==> src/rtl/core_store_pkg.sv <==
// Constants, types and state layout for the core store timing block.
package core_store_pkg;

  // ----------------------------------------------------------------
  // Sizes
  // ----------------------------------------------------------------
  localparam int          DATA_W   = 24;      // Word width, one plane per bit
  localparam int          GROUPS   = 3;       // Transfer stages in the fan-out
  localparam int          STAGE_W  = 8;       // Outputs per transfer stage
  localparam int          TIME_W   = 5;       // Memory time counter width

  // ----------------------------------------------------------------
  // Memory times, one clock cycle each
  // ----------------------------------------------------------------
  localparam logic [4:0]  T_READ_ON   = 5'h03; // Start read stretcher
  localparam logic [4:0]  T_PROBE     = 5'h05; // Read probes set
  localparam logic [4:0]  T_INH_SET   = 5'h08; // Flags set, output stage loaded
  localparam logic [4:0]  T_INH_TEST  = 5'h09; // Output stage clears flags
  localparam logic [4:0]  T_READ_OFF  = 5'h09; // Stop read discharger
  localparam logic [4:0]  T_INH_START = 5'h0a; // Flags sampled into generators
  localparam logic [4:0]  T_WRITE_ON  = 5'h0b; // Start write stretcher
  localparam logic [4:0]  T_WRITE_OFF = 5'h11; // Stop write discharger
  localparam logic [4:0]  T_XLATE_OFF = 5'h12; // Stop translation issued
  localparam logic [4:0]  T_DIST_FAN  = 5'h13; // Disturb event into stages
  localparam logic [4:0]  T_DIST_ON   = 5'h14; // Disturb reaches the planes
  localparam logic [4:0]  T_END       = 5'h17; // Stop inhibit/disturb, done

  // ----------------------------------------------------------------
  // Word constants, all zeros and all ones
  // ----------------------------------------------------------------
  localparam logic [23:0] WORD_ZERO = 24'h000000;
  localparam logic [23:0] WORD_ONES = 24'hffffff;

  // ----------------------------------------------------------------
  // Sequencer states, Gray coded
  // ----------------------------------------------------------------
  typedef enum logic [0:0] {
    ST_IDLE = 1'b0,
    ST_RUN  = 1'b1
  } seq_e;

  // ----------------------------------------------------------------
  // Whole state of the block
  // ----------------------------------------------------------------
  typedef struct packed {
    seq_e        st;          // Sequencer state
    logic [4:0]  t;           // Memory time within the reference
    logic        read_on;     // Read pulse stretcher
    logic        write_on;    // Write pulse stretcher
    logic        xlate_on;    // Address translation live
    logic        stop_xlate;  // Stop translation event
    logic [3:0]  probe_req;   // Probe groups asked for
    logic [3:0]  probe;       // Read probe cores
    logic [2:0]  dist_stage;  // Disturb transfer stages
    logic [23:0] start_dist;  // Per-plane disturb start
    logic [23:0] stop_dist;   // Per-plane inhibit/disturb stop
    logic [23:0] inh_flag;    // Inhibit control flags
    logic [23:0] z_out;       // Data register output stage
    logic [23:0] inh_gen;     // Inhibit/disturb generators
    logic [23:0] mdr;         // Memory data register
    logic [23:0] sense_s1;    // Sense synchroniser, first
    logic [23:0] sense_s2;    // Sense synchroniser, second
  } core_state_s;

endpackage : core_store_pkg

==> src/rtl/core_store_timing.sv <==
// Memory timing chain and 24 digit plane controls for the core store.
`timescale 1ns/1ns
module core_store_timing (
  input  wire logic        clk,           // 25 MHz system clock
  input  wire logic        rst,           // Asynchronous, active high
  input  wire logic        start_ref,     // Storage request pulse
  input  wire logic        read_ref,      // Request is a read
  input  wire logic [3:0]  probe_req,     // Kept groups for partial write
  input  wire logic        load_data,     // Load word into data register
  input  wire logic        clear_data,    // Clear data register
  input  wire logic [23:0] write_word,    // Word to be written
  input  wire logic [23:0] sense_in,      // Sense amplifier outputs
  output logic             busy,          // Reference in progress
  output logic [4:0]       mem_time,      // Current memory time
  output logic             read_cur,      // Read current on
  output logic             write_cur,     // Write current on
  output logic             xlate_on,      // Address translation on
  output logic             stop_xlate,    // Stop translation pulse
  output logic [3:0]       read_probe,    // Read probe groups
  output logic [23:0]      start_disturb, // Per-plane disturb start
  output logic [23:0]      stop_inhib,    // Per-plane generator stop
  output logic [23:0]      inhibit_gen,   // Per-plane inhibit/disturb on
  output logic [23:0]      data_reg       // Memory data register
);

  // ----------------------------------------------------------------
  // Helpers
  // ----------------------------------------------------------------
  // Expand probe groups 0-7, 8-14, 15, 16-23 to bit lanes
  function automatic logic [23:0] probe_mask(input logic [3:0] g);
    probe_mask = {{8{g[3]}}, g[2], {7{g[1]}}, {8{g[0]}}};
  endfunction : probe_mask

  // ----------------------------------------------------------------
  // State
  // ----------------------------------------------------------------
  core_store_pkg::core_state_s s;       // Registered state
  core_store_pkg::core_state_s next_s;  // Next state
  logic                        run;     // Sequencer running

  assign run = (s.st == core_store_pkg::ST_RUN);

  // ----------------------------------------------------------------
  // Next-state logic
  // ----------------------------------------------------------------
  // Whole sequence in one process; every reference is the same chain
  always_comb begin
    next_s = s;
    // Sense lines come from analog pins: two flops before use
    next_s.sense_s1   = sense_in;
    next_s.sense_s2   = s.sense_s1;
    // Single-cycle events drop by default
    next_s.stop_xlate = 1'b0;
    next_s.dist_stage = 3'h0;
    next_s.start_dist = core_store_pkg::WORD_ZERO;
    next_s.stop_dist  = core_store_pkg::WORD_ZERO;
    case (s.st)
      core_store_pkg::ST_IDLE: begin
        // Computer prepares the word only between references
        if (clear_data) begin
          next_s.mdr = core_store_pkg::WORD_ZERO;
        end else if (load_data) begin
          next_s.mdr = write_word;
        end
        if (start_ref) begin
          next_s.st        = core_store_pkg::ST_RUN;
          next_s.t         = 5'h00;
          next_s.xlate_on  = 1'b1;
          // Read takes the whole word, write only the kept groups
          next_s.probe_req = read_ref ? 4'hf : probe_req;
        end
      end
      core_store_pkg::ST_RUN: begin
        next_s.t = 5'(s.t + 5'h01);
        // Probe cores set; replaced groups stay unprobed
        if (s.t == core_store_pkg::T_PROBE) begin
          next_s.probe = s.probe_req;
        end
        // Read current window
        if (s.t == core_store_pkg::T_READ_ON) begin
          next_s.read_on = 1'b1;
        end
        if (s.t == core_store_pkg::T_READ_OFF) begin
          next_s.read_on = 1'b0;
        end
        // Capture sensed ones only where probed; zeros leave bits alone
        if (s.read_on) begin
          next_s.mdr = s.mdr | (s.sense_s2 & probe_mask(s.probe));
        end
        // Digit plane controls, all 24 bits in parallel
        if (s.t == core_store_pkg::T_INH_SET) begin
          next_s.inh_flag = core_store_pkg::WORD_ONES;
          next_s.z_out    = s.mdr;
        end
        if (s.t == core_store_pkg::T_INH_TEST) begin
          next_s.inh_flag = s.inh_flag & ~s.z_out;
        end
        // Restore after read uses this same path from the register
        if (s.t == core_store_pkg::T_INH_START) begin
          next_s.inh_gen = s.inh_gen | s.inh_flag;
        end
        // Write current window, shared by write and restore
        if (s.t == core_store_pkg::T_WRITE_ON) begin
          next_s.write_on = 1'b1;
        end
        if (s.t == core_store_pkg::T_WRITE_OFF) begin
          next_s.write_on = 1'b0;
        end
        // Translation ends right after write, before disturb
        if (s.t == core_store_pkg::T_XLATE_OFF) begin
          next_s.stop_xlate = 1'b1;
          next_s.xlate_on   = 1'b0;
        end
        // Disturb event passes three transfer stages of eight
        if (s.t == core_store_pkg::T_DIST_FAN) begin
          next_s.dist_stage = 3'h7;
        end
        for (int g = 0; g < core_store_pkg::GROUPS; g++) begin
          next_s.start_dist[g*core_store_pkg::STAGE_W +: core_store_pkg::STAGE_W] =
            {core_store_pkg::STAGE_W{s.dist_stage[g]}};
        end
        // Generators latch on and hold until their stop
        next_s.inh_gen = next_s.inh_gen | s.start_dist;
        // End of reference: stop every generator, back to idle
        if (s.t == core_store_pkg::T_END) begin
          next_s.stop_dist = core_store_pkg::WORD_ONES;
          next_s.inh_gen   = core_store_pkg::WORD_ZERO;
          next_s.probe     = 4'h0;
          next_s.st        = core_store_pkg::ST_IDLE;
        end
      end
      default: begin
        next_s.st = core_store_pkg::ST_IDLE;
      end
    endcase
  end

  // ----------------------------------------------------------------
  // State register
  // ----------------------------------------------------------------
  // Constants only under reset; nothing is sampled here
  always_ff @(posedge clk or posedge rst) begin
    if (rst) begin
      s <= '0;
    end else begin
      s <= next_s;
    end
  end

  // ----------------------------------------------------------------
  // Outputs, straight from flops
  // ----------------------------------------------------------------
  assign busy          = run;
  assign mem_time      = s.t;
  assign read_cur      = s.read_on;
  assign write_cur     = s.write_on;
  assign xlate_on      = s.xlate_on;
  assign stop_xlate    = s.stop_xlate;
  assign read_probe    = s.probe;
  assign start_disturb = s.start_dist;
  assign stop_inhib    = s.stop_dist;
  assign inhibit_gen   = s.inh_gen;
  assign data_reg      = s.mdr;
endmodule : core_store_timing

==> config.mk <==
export PLATFORM = sky130hd
export DESIGN_NAME = core_store_timing
export DESIGN_NICKNAME = d
export VERILOG_FILES = /design/src/rtl/core_store_pkg.sv /design/src/rtl/core_store_timing.sv
export SDC_FILE = /design/constraint.sdc
export NUM_CORES = 1
export LEC_CHECK = 0
export BUFFER_PORTS_ARGS = -buffer_cell sky130_fd_sc_hd__buf_2
export CAP_MARGIN = 20
export CORE_MARGIN = 4
export CORE_UTILIZATION = 26
export DETAILED_ROUTE_END_ITERATION = 10
export PLACE_DENSITY_LB_ADDON = 0.1
export SLEW_MARGIN = 10
export SYNTH_ARGS = -nofsm -noshare
export SYNTH_HDL_FRONTEND = slang
export SYNTH_SLANG_ARGS = --single-unit
==> constraint.sdc <==
create_clock -name clk -period 13.4 [get_ports clk]
set_input_delay 0.67 -clock clk [delete_from_list [all_inputs] [get_ports clk]]
set_output_delay 0.67 -clock clk [all_outputs]
set_load 0.005 [all_outputs]
After elaboration in Yosys (flattened, before gate mapping)
Cells that the tools add are included. Widths: inputs -> output; s select.

Word-level logic and storage cells: 77. Output and inout port bits: 110. Flip-flop bits (word level): 213. Input bits: 58.

Multiplexer cells: 26. Reductions and logical operators: 12. Eq/ne operators: 14. Add/subtract/negate cells: 1. Bitwise logic cells: 7.

Operators with widths (number): $mux 24 (8); $mux 123 (1); $or 24x24->24 (3); $and 24x24->24 (2); $mux 48 (1); $pmux 24 s2 (1); $not 24->24 (1); $eq 5x4->1 const B (4); $eq 5x5->1 const B (4); $reduce_and 2->1 (8); $mux 4 (3); $pmux 6 s2 (1); $reduce_bool 2->1 (4); $mux 1 (7); $mux 6 (1); $add 5x1->5 const B (1); $eq 5x2->1 const B (1); $eq 5x3->1 const B (1); $ne 2x2->1 const B (2); $mux 3 (1); $ne 3x3->1 const B (1); $mux 2 (1); $ne 2x1->1 const B (1); $pmux 1 s2 (1); $not 1->1 (1).

Depth between registers and ports, before layout
Depth after elaboration: 6. Gate-level depth with buffers: 6. Depth with buffers taken out: 5.

Least setup slack after synthesis
OpenSTA, ideal clock, no wires.

Path kind: input to register. Start: input clear_data. End: register s, in the netlist data_reg[0]. Setup slack: 11718 ps. Arrival time: 1545 ps. Stages on the path: 5. Path through: clkbuf_1 clkinv_1 clkbuf_1 a21oi_1 a21oi_1.

Word-level cells in the longest chain between the ends: 2.

RTL lines: start, declared (line core_store_timing.sv:10) `input wire logic clear_data,`; $mux 24 / $ne 3x3->1 (equally long branches); $pmux 24 s2 / $reduce_and 2->1 (equally long branches); end signal, assigned (line core_store_timing.sv:146) `s <= next_s;`; end, declared (line core_store_timing.sv:37) `core_store_pkg::core_state_s s;`.

Parallel ways exist; a longest one is shown, timed or not. A chain may end at the register's enable or synchronous reset.

Worst setup path after layout
Start: register s, in the netlist mem_time[1]. End: register s[121] (netlist bit).

Word-level cells in the longest chain between the ends: 3.

RTL lines (line): $eq 5x4->1 (on tied branches) (core_store_timing.sv:95, core_store_timing.sv:91); $reduce_bool 2->1 (no source line); $reduce_and 2->1 (no source line).

Parallel ways exist; a longest one is shown, timed or not.

==> flow_summary.toml <==
[status]
status = "complete, no violations"

[min_path]
hold_depth = 0
hp-class = "register to register"

[clock_tree]
post_cts_resized = 0
clock_latency_ns = 0.42
htree_levels = 4
numCtsBuffers = 17
cts_tree = "done"
cts.sinks = 165
clockBufferDepth = 2
cts_setup_buffers = 0
clkTransAtPathRegs_ns = 0.07
hold_buffers = 0
cts-root-buf = "clkbuf_16"

[worst_setup_path]
crit_family = "simple AND/OR/NAND/NOR gates"
worstPathCellList = "inv_1 > ha_1 > nor4_4 > buf_6 > a2bb2oi_1"
end_kind = "register"
max_stage_delay_ns = 0.74
cp.depth = 5
crit_end = "s[121]"
ff2ff_setup_slack_ns = 11.40
cp-start-kind = "register"
cp_max_fo = 14
r2r_cells = 5
worstPathBufferInverterCount = 2
setup.worst_path.class = "register to register"
worstSetupStartpoint = "mem_time[1]"
critPathRequiredTime_ns = 13.75
arrival_ns = 2.35
timing.rr.end = "s[121]"
rr_startpoint = "mem_time[1]"
cpMaxStageDelayCell = "nor4_4"

[die]
die_area_mm2 = 0.02894
coreArea_mm2 = 0.02598
die_x_um = 170.1
io-pin-count = 168
rows = 59
die_h_um = 170.1
start_util = 0.2630

[synthesis]
synth.cell_area_mm2 = 0.006833
synth_xor_area_frac = 0.003845
syn_inst = 563
avgSynthCellArea_um2 = 12.14
synth.mux.area_fraction = 0.03955
synth-seq-area-share = 0.6043
synth_top_family_by_area = "buffers and inverters"
synth_fp_nets = 625
ys_ff_latch = 165
synth_cell_types = 38
synthAdderAreaFrac = 0.007325
synth-compound-area-share = 0.1373
yosys.area_share.simple = 0.05915
synth_warnings = 0

[cells_and_area]
num-nets-final = 680
drive_gt1_frac = 0.3746
final_cell_mix = "buf_2 (167), dfrtp_1 (165), a21oi_1 (64)"
fillerInstances = 2674
largest_register_ffs = 77
top_register = "s"
diodes = 0
final_common_cell = "buf_2"
syn_to_final_growth_pct = 14.83
final_util = 0.3020

[timing]
rsz0062_at_grt = "false"
finalHoldViolCount = 0
slew_violations = 0
min_period_over_period = 0.1492
setup_viol = 0
finClkSkew_ns = 0.007369
tightest_slew_ns = 0.9819
setup_slack_ns = 11.40
timing.hold.ws_ns = 0.3464
period_needed_ns = 1.999
relSlewSlack = 0.3454
finalSetupTns_ns = 0
clock.fmax_mhz = 500.2

[drt]
remaining_drc_errors = 0
drt_first_pass_iters = 4
drt_iter0_drc = 207
wl_per_cell_um = 16.25
postRouteAntennaNets = 0
viasPerCell = 4.322
vias = 4171
drt_wl_total_mm = 15.68

[global_routing]
grt_pass1_vias = 4240
grt_max_degree = 102
grt_overflow = 0
gr-usage-all-layers = 0.1087
grt_pass1_wl_mm = 24.46
antenna_found_initial = 0

[placement]
dp_slack_ns = 11.01
gp_congestion = 0.7322
portBuffers = 167
dp_hpwl_mm = 11.19

[power_and_ir_drop]
power_mw = 1.854
power_switching_share = 0.3289
power_frac_comb = 0.263
p_leak_nw = 3.573
clockPowerShare = 0.284
switchingPower_mw = 0.6097
intPower_mw = 1.244
powerDensity_mw_per_mm2 = 236.3
seqPwrFrac = 0.453
vdd_drop_max_mv = 0.07290

[run]
maxCapViolCount = 0
[cell type report]
type,instances,area [µm²],area share
clock inverters,13,197.7,0.02520
flip-flops and latches,165,4129,0.5262
well taps,335,419.2,0.05342
clock buffers,18,439.2,0.05597
multi-input cells,245,1693,0.2158
repair buffers,174,907.1,0.1156
inverters,15,61.31,0.007814
[metrics by stage]
step	std cells	instance area (µm²)
finish	965	7846
global route	965	7846
CTS	963	7816
detailed placement	932	7179
global placement	931	7168
floorplan	563	6833
[worst min path at each step]
stage | end | start
2_1_floorplan | s[0] | next_s[0]
3_3_place_gp | s[12] | next_s[12]
3_5_place_dp | s[18] | next_s[18]
4_1_cts | next_s[5] | sense_in[5]
5_1_grt | next_s[5] | sense_in[5]
6_report | s[13] | next_s[13]
[metal layers]
metal | track usage | vias up | wire [µm]
li1 | - | 1982 | -
met1 | 0.1594 | 2005 | 7772
met2 | 0.1530 | 162 | 6647
met3 | 0.02671 | 22 | 945
met4 | 0.04444 | 0 | 317
met5 | 0 | - | 0
[power by group through the flow]
stage	clock network, mW	registers, mW	logic [mW]
2_1_floorplan	0	0.767	0.473
3_3_place_gp	0	0.850	0.484
3_5_place_dp	0	0.850	0.496
4_1_cts	0.542	0.844	0.498
5_1_grt	0.567	0.864	0.554
6_report	0.527	0.839	0.488
[synth_stat cells]
cell type | n | share of area
dfrtp_1 | 165 | 0.60
buf_4 | 109 | 0.12
a21oi_1 | 64 | 0.047
nor2_1 | 33 | 0.018
a2bb2oi_1 | 24 | 0.031
a311oi_1 | 24 | 0.031
mux2_2 | 24 | 0.040
clkbuf_1 | 14 | 0.0077
inv_1 | 14 | 0.0077
buf_2 | 13 | 0.0095
nand2_1 | 12 | 0.0066
nand3_1 | 6 | 0.0044
o21ai_0 | 6 | 0.0044
a211oi_1 | 5 | 0.0055
and2_1 | 5 | 0.0046
o22a_1 | 5 | 0.0064
o31ai_1 | 5 | 0.0055
ha_1 | 4 | 0.0073
a21o_1 | 3 | 0.0033
and3_1 | 3 | 0.0027
xnor2_1 | 3 | 0.0038
and4bb_2 | 2 | 0.0037
buf_6 | 2 | 0.0033
nor2b_1 | 2 | 0.0018
nor3_1 | 2 | 0.0015
nor3b_1 | 2 | 0.0022
a32o_1 | 1 | 0.0015
a41oi_1 | 1 | 0.0013
and3b_1 | 1 | 0.0013
and4_1 | 1 | 0.0013
clkinv_1 | 1 | 0.00055
nand2b_1 | 1 | 0.00092
nand2b_4 | 1 | 0.0020
nand3b_1 | 1 | 0.0011
nor3_4 | 1 | 0.0024
nor4_4 | 1 | 0.0031
nor4bb_1 | 1 | 0.0015
o21bai_1 | 1 | 0.0011
[kinds of logic (layout without fill, tap and decap cells)]
| kind of cell | Yosys count | in the layout |
|---|---|---|
| flops | 165 | 165 |
| buf+inv | 153 | 220 |
| compound gates | 139 | 139 |
| simple gates | 75 | 75 |
| mux | 24 | 24 |
| fa+ha+maj | 4 | 4 |
| xor+xnor | 3 | 3 |
(Power assumes the default switching activity.)
